===== config.mk =====
export PLATFORM = sky130hd
export DESIGN_NAME = tlic_ctrl
export DESIGN_NICKNAME = d
export VERILOG_FILES = /design/src/verilog/tlic_pkg.sv /design/src/verilog/tlic_ctrl.sv
export SDC_FILE = /design/constraint.sdc
export NUM_CORES = 1
export LEC_CHECK = 0
export CAP_MARGIN = 20
export CORE_UTILIZATION = 29
export CTS_CLUSTER_DIAMETER = 30
export DETAILED_ROUTE_END_ITERATION = 10
export DONT_BUFFER_PORTS = 1
export PLACE_DENSITY = 0.53
export SYNTH_ARGS = -nofsm -noshare
export SYNTH_HDL_FRONTEND = slang
export SYNTH_SLANG_ARGS = --single-unit

===== constraint.sdc =====
create_clock -name core_clk -period 1.9 [get_ports core_clk]
set_input_delay 0.095 -clock core_clk [delete_from_list [all_inputs] [get_ports core_clk]]
set_output_delay 0.095 -clock core_clk [all_outputs]
set_load 0.01 [all_outputs]

===== src/verilog/tlic_pkg.sv =====
// package for the two level interrupt controller
package tlic_pkg;
    localparam logic [7:0] REG_MAIN_OFS = 8'h00;
    localparam logic [7:0] REG_EDGE_OFS = 8'h04;
    localparam logic [7:0] REG_EXT_OFS = 8'h08;
    localparam logic [7:0] REG_RESET_CTRL_OFS = 8'h0C;
    localparam logic [7:0] REG_STATUS_OFS = 8'h10;
    localparam logic [7:0] MAIN_RESET = 8'h00;
    localparam logic [7:0] EDGE_RESET = 8'hFF;
    localparam logic [7:0] EXT_RESET = 8'hC0;
    localparam logic [20:0] HIGH_VECTOR = 21'h000008;
    localparam logic [20:0] LOW_VECTOR = 21'h000018;
    // main control register fields
    localparam int MAIN_GIE = 7;
    localparam int MAIN_PERIPHERAL_ENABLE = 6;
    localparam int MAIN_T0IE = 5;
    localparam int MAIN_X0IE = 4;
    localparam int MAIN_PCIE = 3;
    localparam int MAIN_T0IF = 2;
    localparam int MAIN_X0IF = 1;
    localparam int MAIN_PCIF = 0;
    // second control register fields
    localparam int EDGE_PUDIS = 7;
    localparam int EDGE_SEL_LSB = 3;
    localparam int EDGE_T0IP = 2;
    localparam int EDGE_X3IP = 1;
    localparam int EDGE_PCIP = 0;
    // third control register fields, then the reset control mode bit
    localparam int EXT_X2IP = 7;
    localparam int EXT_X1IP = 6;
    localparam int EXT_IE_LSB = 3;
    localparam int EXT_IF_LSB = 0;
    localparam int RESET_CTRL_PRIORITY_MODE_ENABLE = 7;

    typedef struct packed {
        logic valid;
        logic high;
        logic [20:0] vector;
    } tlic_vec_s;

    typedef enum logic [1:0] {
        TLIC_IDLE,
        TLIC_IN_LOW,
        TLIC_IN_HIGH
    } tlic_state_e;
endpackage


===== src/verilog/tlic_ctrl.sv =====
// two level interrupt controller with apb register access
`timescale 1ns/100ps
`default_nettype none
module tlic_ctrl (
    input wire logic core_clk,
    input wire logic rst,
    input wire logic psel,
    input wire logic penable,
    input wire logic pwrite,
    input wire logic [7:0] paddr,
    input wire logic [31:0] pwdata,
    output logic [31:0] prdata,
    output logic pready,
    output logic pslverr,
    input wire logic [3:0] ext_pin,
    input wire logic [3:0] upper_port_nibble,
    input wire logic port_b_read,
    input wire logic timer_zero_overflow,
    input wire logic periph_high_req,
    input wire logic periph_low_req,
    input wire logic cycle_end,
    input wire logic return_from_service,
    output logic vector_load,
    output logic [20:0] vector_addr,
    output logic return_push,
    output logic port_pullup_disable
);
    logic [7:0] main_ctl;
    logic [7:0] edge_ctl;
    logic [7:0] ext_ctl;
    logic priority_mode_enable;
    logic [3:0] pin_meta, pin_sync, pin_prev;
    logic [3:0] nib_meta, nib_sync, nib_latch;
    logic [1:0] lat_cnt;
    logic lat_busy;
    logic lat_high;
    logic stack_low;
    tlic_pkg::tlic_state_e state;

    // apb decode
    wire wr_en = psel && penable && pwrite;
    wire rd_en = psel && penable && !pwrite;
    wire sel_main = paddr == tlic_pkg::REG_MAIN_OFS;
    wire sel_edge = paddr == tlic_pkg::REG_EDGE_OFS;
    wire sel_ext = paddr == tlic_pkg::REG_EXT_OFS;
    wire sel_rc = paddr == tlic_pkg::REG_RESET_CTRL_OFS;
    wire sel_st = paddr == tlic_pkg::REG_STATUS_OFS;
    wire mapped = sel_main | sel_edge | sel_ext | sel_rc | sel_st;

    // edge detection on synchronised pins
    // pin 0 selects from the top bit of the field, so the order is reversed
    wire [3:0] edge_sel = {edge_ctl[tlic_pkg::EDGE_SEL_LSB],
        edge_ctl[tlic_pkg::EDGE_SEL_LSB + 1],
        edge_ctl[tlic_pkg::EDGE_SEL_LSB + 2],
        edge_ctl[tlic_pkg::EDGE_SEL_LSB + 3]};
    wire [3:0] rise = pin_sync & ~pin_prev;
    wire [3:0] fall = ~pin_sync & pin_prev;
    wire [3:0] ext_evt = (edge_sel & rise) | (~edge_sel & fall);
    wire nib_mismatch = nib_sync != nib_latch;

    // per-source flag, enable, priority
    wire [4:0] flg = {main_ctl[tlic_pkg::MAIN_T0IF],
        main_ctl[tlic_pkg::MAIN_X0IF], main_ctl[tlic_pkg::MAIN_PCIF],
        ext_ctl[tlic_pkg::EXT_IF_LSB +: 2]};
    wire [4:0] ena = {main_ctl[tlic_pkg::MAIN_T0IE],
        main_ctl[tlic_pkg::MAIN_X0IE], main_ctl[tlic_pkg::MAIN_PCIE],
        ext_ctl[tlic_pkg::EXT_IE_LSB +: 2]};
    // external 0 is always high priority
    wire [4:0] pri = {edge_ctl[tlic_pkg::EDGE_T0IP], 1'b1,
        edge_ctl[tlic_pkg::EDGE_PCIP], ext_ctl[tlic_pkg::EXT_X2IP],
        ext_ctl[tlic_pkg::EXT_X1IP]};
    wire x3_act = ext_ctl[tlic_pkg::EXT_IF_LSB + 2]
        && ext_ctl[tlic_pkg::EXT_IE_LSB + 2];
    wire x3_pri = edge_ctl[tlic_pkg::EDGE_X3IP];
    wire [4:0] act = flg & ena;
    wire core_hi = |(act & pri) || (x3_act && x3_pri);
    wire core_lo = |(act & ~pri) || (x3_act && !x3_pri);
    wire global_enable = main_ctl[tlic_pkg::MAIN_GIE];
    wire peripheral_enable = main_ctl[tlic_pkg::MAIN_PERIPHERAL_ENABLE];

    // request lines
    wire req_high = priority_mode_enable
        ? global_enable && (core_hi || periph_high_req)
        : global_enable && (core_hi || core_lo || (peripheral_enable
            && (periph_high_req || periph_low_req)));
    wire req_low = priority_mode_enable && global_enable && peripheral_enable
        && (core_lo || periph_low_req);
    wire take_high = req_high && state != tlic_pkg::TLIC_IN_HIGH;
    wire take_low = req_low && state == tlic_pkg::TLIC_IDLE;
    wire take = (take_high || take_low) && !lat_busy;

    function automatic logic [7:0] wsel(input logic hit,
        input logic [7:0] cur);
        wsel = (wr_en && hit) ? pwdata[7:0] : cur;
    endfunction

    logic [7:0] next_main, next_ext;
    always_comb begin
        next_main = wsel(sel_main, main_ctl);
        next_ext = wsel(sel_ext, ext_ctl);
        // hardware sets win over a software clear
        if (timer_zero_overflow) begin
            next_main[tlic_pkg::MAIN_T0IF] = 1'b1;
        end
        if (ext_evt[0]) begin
            next_main[tlic_pkg::MAIN_X0IF] = 1'b1;
        end
        if (nib_mismatch) begin
            next_main[tlic_pkg::MAIN_PCIF] = 1'b1;
        end
        next_ext[tlic_pkg::EXT_IF_LSB +: 3] =
            next_ext[tlic_pkg::EXT_IF_LSB +: 3] | ext_evt[3:1];
        if (lat_busy && lat_cnt == 2'd0 && cycle_end) begin
            // accept clears the enable in use
            if (!priority_mode_enable || lat_high) begin
                next_main[tlic_pkg::MAIN_GIE] = 1'b0;
            end else begin
                next_main[tlic_pkg::MAIN_PERIPHERAL_ENABLE] = 1'b0;
            end
        end
        if (return_from_service && state != tlic_pkg::TLIC_IDLE) begin
            if (!priority_mode_enable || state == tlic_pkg::TLIC_IN_HIGH)
            begin
                next_main[tlic_pkg::MAIN_GIE] = 1'b1;
            end else begin
                next_main[tlic_pkg::MAIN_PERIPHERAL_ENABLE] = 1'b1;
            end
        end
    end

    always_ff @(posedge core_clk or posedge rst) begin
        if (rst) begin
            main_ctl <= tlic_pkg::MAIN_RESET;
            edge_ctl <= tlic_pkg::EDGE_RESET;
            ext_ctl <= tlic_pkg::EXT_RESET;
            priority_mode_enable <= 1'b0;
        end else begin
            main_ctl <= next_main;
            edge_ctl <= wsel(sel_edge, edge_ctl);
            ext_ctl <= next_ext;
            if (wr_en && sel_rc) begin
                priority_mode_enable <= pwdata[tlic_pkg::RESET_CTRL_PRIORITY_MODE_ENABLE];
            end
        end
    end

    // two flop synchronisers for pins and port nibble
    always_ff @(posedge core_clk or posedge rst) begin
        if (rst) begin
            pin_meta <= 4'h0;
            pin_sync <= 4'h0;
            pin_prev <= 4'h0;
            nib_meta <= 4'h0;
            nib_sync <= 4'h0;
            nib_latch <= 4'h0;
        end else begin
            pin_meta <= ext_pin;
            pin_sync <= pin_meta;
            pin_prev <= pin_sync;
            nib_meta <= upper_port_nibble;
            nib_sync <= nib_meta;
            if (port_b_read) begin
                nib_latch <= nib_sync;
            end
        end
    end

    // latency: accept waits two instruction-cycle ends after request,
    // so the delay does not depend on instruction length
    always_ff @(posedge core_clk or posedge rst) begin
        if (rst) begin
            lat_busy <= 1'b0;
            lat_cnt <= 2'd0;
            lat_high <= 1'b0;
            state <= tlic_pkg::TLIC_IDLE;
            stack_low <= 1'b0;
            vector_load <= 1'b0;
            return_push <= 1'b0;
            vector_addr <= 21'h000000;
        end else begin
            vector_load <= 1'b0;
            return_push <= 1'b0;
            if (take) begin
                lat_busy <= 1'b1;
                lat_cnt <= 2'd1;
                lat_high <= take_high;
            end else if (lat_busy && cycle_end) begin
                if (lat_cnt != 2'd0) begin
                    lat_cnt <= lat_cnt - 2'd1;
                end else begin
                    lat_busy <= 1'b0;
                    vector_load <= 1'b1;
                    return_push <= 1'b1;
                    vector_addr <= lat_high ? tlic_pkg::HIGH_VECTOR
                        : tlic_pkg::LOW_VECTOR;
                    stack_low <= state == tlic_pkg::TLIC_IN_LOW;
                    state <= lat_high ? tlic_pkg::TLIC_IN_HIGH
                        : tlic_pkg::TLIC_IN_LOW;
                end
            end else if (return_from_service) begin
                case (state)
                    tlic_pkg::TLIC_IN_HIGH: begin
                        state <= stack_low ? tlic_pkg::TLIC_IN_LOW
                            : tlic_pkg::TLIC_IDLE;
                        stack_low <= 1'b0;
                    end
                    default: state <= tlic_pkg::TLIC_IDLE;
                endcase
            end
        end
    end

    // apb answer, zero wait states
    logic [7:0] rd_byte;
    assign rd_byte = sel_main ? main_ctl : sel_edge ? edge_ctl
        : sel_ext ? ext_ctl
        : sel_rc ? {priority_mode_enable, 7'h00}
        : sel_st ? {5'h00, lat_busy, state} : 8'h00;
    always_ff @(posedge core_clk or posedge rst) begin
        if (rst) begin
            prdata <= 32'h00000000;
            pready <= 1'b0;
            pslverr <= 1'b0;
            port_pullup_disable <= 1'b1;
        end else begin
            pready <= psel && !penable;
            pslverr <= psel && !penable && !mapped;
            prdata <= (psel && !penable) ? {24'h000000, rd_byte} : prdata;
            port_pullup_disable <= edge_ctl[tlic_pkg::EDGE_PUDIS];
        end
    end

    piority_gate_a: assert property (@(posedge core_clk) disable iff (rst)
        vector_load && !priority_mode_enable |->
        vector_addr == tlic_pkg::HIGH_VECTOR)
        else $error("compat mode vector not high");
    accept_clear_a: assert property (@(posedge core_clk) disable iff (rst)
        vector_load && !priority_mode_enable |->
        !main_ctl[tlic_pkg::MAIN_GIE] || $past(return_from_service))
        else $error("global enable not cleared");
    push_pair_a: assert property (@(posedge core_clk) disable iff (rst)
        vector_load == return_push)
        else $error("push without vector");
    pullup_follow_a: assert property (@(posedge core_clk) disable iff (rst)
        port_pullup_disable == $past(edge_ctl[tlic_pkg::EDGE_PUDIS]))
        else $error("pullup disable wrong");
    flag_set_a: assert property (@(posedge core_clk) disable iff (rst)
        timer_zero_overflow |=> main_ctl[tlic_pkg::MAIN_T0IF])
        else $error("timer flag missed");
    low_mask_a: assert property (@(posedge core_clk) disable iff (rst)
        !global_enable |-> !req_high && !req_low)
        else $error("request with global enable clear");
    high_vec_a: assert property (@(posedge core_clk) disable iff (rst)
        vector_load && state == tlic_pkg::TLIC_IN_HIGH
        |-> vector_addr == tlic_pkg::HIGH_VECTOR)
        else $error("high service wrong vector");
    pc_mismatch_a: assert property (@(posedge core_clk) disable iff (rst)
        nib_mismatch |=> main_ctl[tlic_pkg::MAIN_PCIF])
        else $error("port change flag not set");

    // vector handshake towards the core sequencer
    vec_pulse_a: assert property (@(posedge core_clk) disable iff (rst)
        vector_load |=> !vector_load)
        else $error("vector load longer than one cycle");
    low_vec_a: assert property (@(posedge core_clk) disable iff (rst)
        vector_load && state == tlic_pkg::TLIC_IN_LOW
        |-> vector_addr == tlic_pkg::LOW_VECTOR)
        else $error("low service wrong vector");
    vec_legal_a: assert property (@(posedge core_clk) disable iff (rst)
        vector_load |-> vector_addr == tlic_pkg::HIGH_VECTOR
        || vector_addr == tlic_pkg::LOW_VECTOR)
        else $error("vector outside the two fixed addresses");
    busy_vec_a: assert property (@(posedge core_clk) disable iff (rst)
        lat_busy && lat_cnt == 2'd0 && cycle_end |=> vector_load)
        else $error("accept did not vector");
    idle_novec_a: assert property (@(posedge core_clk) disable iff (rst)
        !lat_busy |=> !vector_load)
        else $error("vector without pending accept");

    // global and peripheral enables on entry and on return
    high_clear_a: assert property (@(posedge core_clk) disable iff (rst)
        vector_load && state == tlic_pkg::TLIC_IN_HIGH
        |-> !main_ctl[tlic_pkg::MAIN_GIE] || $past(return_from_service))
        else $error("high enable not cleared");
    low_clear_a: assert property (@(posedge core_clk) disable iff (rst)
        vector_load && state == tlic_pkg::TLIC_IN_LOW
        |-> !main_ctl[tlic_pkg::MAIN_PERIPHERAL_ENABLE] || $past(return_from_service))
        else $error("low enable not cleared");
    ret_high_a: assert property (@(posedge core_clk) disable iff (rst)
        return_from_service && state == tlic_pkg::TLIC_IN_HIGH
        |=> main_ctl[tlic_pkg::MAIN_GIE])
        else $error("high enable not restored");
    ret_low_a: assert property (@(posedge core_clk) disable iff (rst)
        return_from_service && priority_mode_enable
        && state == tlic_pkg::TLIC_IN_LOW |=> main_ctl[tlic_pkg::MAIN_PERIPHERAL_ENABLE])
        else $error("low enable not restored");

    // request lines and their gating
    compat_low_a: assert property (@(posedge core_clk) disable iff (rst)
        !priority_mode_enable |-> !req_low)
        else $error("low request in compatibility mode");
    compat_gate_a: assert property (@(posedge core_clk) disable iff (rst)
        !priority_mode_enable && !peripheral_enable && !core_hi && !core_lo
        |-> !req_high)
        else $error("peripheral passed a clear peripheral enable");
    high_line_a: assert property (@(posedge core_clk) disable iff (rst)
        priority_mode_enable && global_enable && core_hi |-> req_high)
        else $error("high request line missing");
    low_line_a: assert property (@(posedge core_clk) disable iff (rst)
        priority_mode_enable && global_enable && peripheral_enable && periph_low_req |-> req_low)
        else $error("low request line missing");
    low_block_a: assert property (@(posedge core_clk) disable iff (rst)
        state != tlic_pkg::TLIC_IDLE |-> !take_low)
        else $error("low request taken during a service");
    preempt_a: assert property (@(posedge core_clk) disable iff (rst)
        state == tlic_pkg::TLIC_IN_LOW && req_high && !lat_busy |-> take)
        else $error("high request did not preempt low service");

    // flags, edges and mode bit
    ext_zero_a: assert property (@(posedge core_clk) disable iff (rst)
        ext_evt[0] |=> main_ctl[tlic_pkg::MAIN_X0IF])
        else $error("external 0 flag missed");
    ext_one_a: assert property (@(posedge core_clk) disable iff (rst)
        ext_evt[1] |=> ext_ctl[tlic_pkg::EXT_IF_LSB])
        else $error("external 1 flag missed");
    ext_three_a: assert property (@(posedge core_clk) disable iff (rst)
        ext_evt[3] |=> ext_ctl[tlic_pkg::EXT_IF_LSB + 2])
        else $error("external 3 flag missed");
    edge_zero_a: assert property (@(posedge core_clk) disable iff (rst)
        rise[0] && edge_ctl[tlic_pkg::EDGE_SEL_LSB + 3] |-> ext_evt[0])
        else $error("external 0 rising edge ignored");
    mode_write_a: assert property (@(posedge core_clk) disable iff (rst)
        wr_en && sel_rc |=> priority_mode_enable
        == $past(pwdata[tlic_pkg::RESET_CTRL_PRIORITY_MODE_ENABLE]))
        else $error("priority mode bit not written");
endmodule
`default_nettype wire


==> flow_summary.rst <==
.. list-table::
   :header-rows: 1

   * - Metric
     - Value
   * - Post-Route Skew
     - 0.00832 ns
   * - GR met2 Demand/Resource
     - 0.195
   * - Cell area after synthesis
     - 0.00334 mm^2
   * - Leading cell types by total area after synthesis
     - sky130_fd_sc_hd__dfrtp_1 44%, sky130_fd_sc_hd__buf_4 9.9%, sky130_fd_sc_hd__dfstp_2 8.7%
   * - Routed length per instance
     - 14.0 um
   * - Buffer type at the clock tree root
     - sky130_fd_sc_hd__clkbuf_16
   * - Crit path cell chain
     - and3b_1 > or2_2 > o21ai_1 > o21ai_2 > buf_4 > a211oi_1
   * - Number of fill cells in the layout
     - 1118
   * - Final Total Pwr
     - 0.00354 W
   * - Largest net degree at the start of global routing
     - 71
   * - I/O Pins
     - 117
   * - Non-Filler Cell Area, Final
     - 0.00396 mm^2
   * - Vias in the first global route
     - 2129
   * - Max Slew Vio Count
     - 0
   * - Highest-utilization routing layer at the global route stage
     - met2
   * - Hold slack
     - 0.0106 ns
   * - Antenna violations before repair
     - 0
   * - Final Worst Setup Slack
     - 0.141 ns
   * - Global-route met3 utilization
     - 0.0502
   * - Count of antenna-violating nets left after detailed routing
     - 0
   * - Die ar.
     - 0.0119 mm^2
   * - Chip width
     - 109 um
   * - Asr flop ratio synth
     - 1.00
   * - PwrDens
     - 895 mW/mm^2
   * - Vias
     - 2131
   * - Met1 layer usage reported by global route
     - 0.155
   * - Count of yosys warnings during synthesis
     - 0
   * - Clock tree from TritonCTS
     - done
   * - Period minus WS final
     - 1.76 ns
   * - Inserted Clock Buffers
     - 9
   * - Final layout net count
     - 398
   * - Worst-case clock buffer depth
     - 2
   * - Total cell area at the placement stage
     - 0.00341 mm^2
   * - Crit share post-route
     - 0.926
   * - Synth top area share
     - 0.443
   * - Type of the most critical hold path
     - input pin to flop
   * - Required arrival time at the worst endpoint
     - 2.13 ns
   * - DPL Wire Length
     - 4800 um
   * - IO buf count
     - 0
   * - Max H-tree Level
     - 3
   * - Post-CTS setup-driven buffer insertion count
     - 0
   * - Worst setup path class
     - flop to flop
   * - Commonest cells after routing, fill and taps aside
     - 59 x sky130_fd_sc_hd__dfrtp_1, 43 x sky130_fd_sc_hd__conb_1, 25 x sky130_fd_sc_hd__dlygate4sd3_1
   * - Largest voltage drop on the vdd net
     - 0.498 mV
   * - Number of violations reported at the end of detailed-routing iteration 0
     - 66
   * - Gate Count Post-Synth
     - 300
   * - WL final
     - 6780 um
   * - Arrival time at the worst endpoint
     - 1.99 ns
   * - Via-per-instance ratio
     - 4.41
   * - Total clock sinks
     - 70
   * - EDFF count, synth
     - 0
   * - Final Hold Viols
     - 0
   * - Peak clock frequency supported by timing
     - 569 MHz
   * - Total inserted antenna cells
     - 0
   * - Initial Util
     - 0.302
   * - Clk Latency, worst-skew pair
     - 0.33 ns
   * - Fraction of the yosys area taken by sequential cells
     - 0.529
   * - Leakage component of the power
     - 1.82 nW
   * - Area added between synthesis and finish
     - 18.6%
   * - Primary FF master, synth
     - sky130_fd_sc_hd__dfrtp_1
   * - Weighted congestion at the end of routability-driven global placement
     - 0.796
   * - Vertical die dimension
     - 109 um
   * - Worst setup EP type
     - flop
   * - Total grt overflow
     - 0
   * - Fraction of layout instances using a drive strength above 1
     - 0.204
   * - Global-route wire length before repair
     - 11000 um
   * - Final Setup Violations
     - 0
   * - Total routing usage reported by global routing
     - 0.126
   * - Area of the core
     - 0.0110 mm^2
   * - Placement Rows
     - 38
   * - Largest fanout on the critical path
     - 4
   * - Status
     - completed
   * - Critical path's slowest cell
     - sky130_fd_sc_hd__dfstp_2
   * - Most frequent standard cell in the layout excluding fill and tap cells
     - sky130_fd_sc_hd__dfrtp_1
   * - Flip-flop and latch count after synthesis
     - 70
   * - Synth area leader
     - sky130_fd_sc_hd__dfrtp_1
   * - Distinct cells, synth
     - 44
   * - Setup total negative slack
     - 0 ns
   * - Remaining DRCs
     - 0
   * - Total iterations of the first detailed-routing run
     - 4
   * - Mean area per synthesized cell
     - 11.1 um^2
   * - Pre-CTS WS
     - 0.00703 ns
   * - Total of max-cap violations
     - 0
   * - Launching element type of the critical path
     - flop
   * - Max stage delay on crit path
     - 0.54 ns
   * - Clock-pin slew on the worst setup and hold paths
     - 0.06 ns
   * - Worst setup slack for register-to-register paths
     - 0.14 ns
[cells in the mapped netlist, drive strengths merged, types with 2 or more instances]
| library cell | count |
|---|---|
| nor4 | 3 |
| inv | 7 |
| nor2b | 3 |
| mux2i | 15 |
| nand3 | 12 |
| o21ai | 16 |
| dfstp | 11 |
| and3 | 2 |
| o211ai | 4 |
| nand2 | 26 |
| mux2 | 21 |
| a21oi | 14 |
| nand4 | 2 |
| xor2 | 4 |
| dfrtp | 59 |
| nand3b | 5 |
| nor2 | 20 |
| nand2b | 4 |
| buf | 47 |
| o31ai | 5 |
| clkbuf | 4 |
[area by class of cell]
cell class	count	area, um^2	area share
Timing Repair Buffer	36	358	0.0905
Multi-Input combinational cell	214	1350	0.340
Sequential cell	70	1770	0.446
Tap cell	140	175	0.0443
Clock buffer	11	243	0.0614
Clock inverter	5	41.3	0.0104
Inverter	7	26.3	0.00664
[per-layer routing]
layer  wire [um]  vias up
li1            -     1032
met1        3070     1009
met2        3130       80
met3         471       10
met4         111        0
met5           0        -
[final timing paths]
path | startpoint | end | cells past startpoint
setup / recovery | ext_ctl[6]$_DFFE_PP1P_ | lat_cnt[1]$_DFFE_PP0P_ | 6
hold / removal | paddr[3] | priority_mode_enable$_DFFE_PP0P_ | 2
setup reg to reg | ext_ctl[6]$_DFFE_PP1P_ | lat_cnt[1]$_DFFE_PP0P_ | 6
hold reg to reg | pin_meta[1]$_DFF_PP0_ | pin_sync[1]$_DFF_PP0_ | 0
max in group asynchronous | rst | edge_ctl[2]$_DFFE_PP1P_ | 3
min in group asynchronous | rst | nib_meta[0]$_DFF_PP0_ | 3
[kinds of logic after synthesis]
| logic type | after synthesis | share of synthesized area |
|---|---|---|
| DFF | 70 | 0.529 |
| AOI/OAI and AO/OA | 45 | 0.0792 |
| xor gates and xnor gates | 5 | 0.0131 |
| muxes | 37 | 0.128 |
| other | 1 | 0.00112 |
| buffers and inverters | 58 | 0.117 |
| adders and majority gates | 1 | 0.00375 |
| and+or+nand+nor | 83 | 0.128 |
[through the flow]
| stage | instances | util |
|---|---|---|
| after CTS | 483 | 0.358 |
| final | 483 | 0.359 |
| after floorplan | 342 | - |
| after global placement | 442 | 0.309 |
| after global routing | 483 | 0.359 |
| after detailed placement | 442 | 0.309 |
[worst max-delay path, delay by kind of cell, from the launching register on]
kind	cells	cell delay [ns]
AND/OR/NAND/NOR	2	0.47
buffers and inverters	1	0.16
flip-flops	1	0.54
AO/OA/AOI/OAI	3	0.48
[power by group]
| part | switching [W] | total, W | internal (W) | leakage [nW] |
|---|---|---|---|---|
| Clock | 0.000652 | 0.00158 | 0.000933 | 0.133 |
| Sequential | 0.0000725 | 0.00165 | 0.00158 | 0.846 |
| Combinational | 0.000175 | 0.000306 | 0.000131 | 0.845 |
| Total | 0.000899 | 0.00354 | 0.00264 | 1.82 |
[flip-flops by register name (all words and copies together), names as in the netlist]
register,flops
vector_addr,2
stack_low,1
lat_busy,1
pready,1
prdata,8
lat_high,1
main_ctl,8
pin_meta,4
return_push,1
priority_mode_enable,1
port_pullup_disable,1
state,2
nib_sync,4
edge_ctl,8
pin_prev,4
nib_latch,4
pin_sync,4
nib_meta,4
ext_ctl,8
pslverr,1
lat_cnt,2
[what timing repair did]
action	CTS	global route
hold endpoints to repair	98	0
resized for setup	1	3
pin swaps	0	1
endpoints found under the setup margin	3	5
hold buffers	25	0
Note: power is estimated with default switching activity, not from simulation.
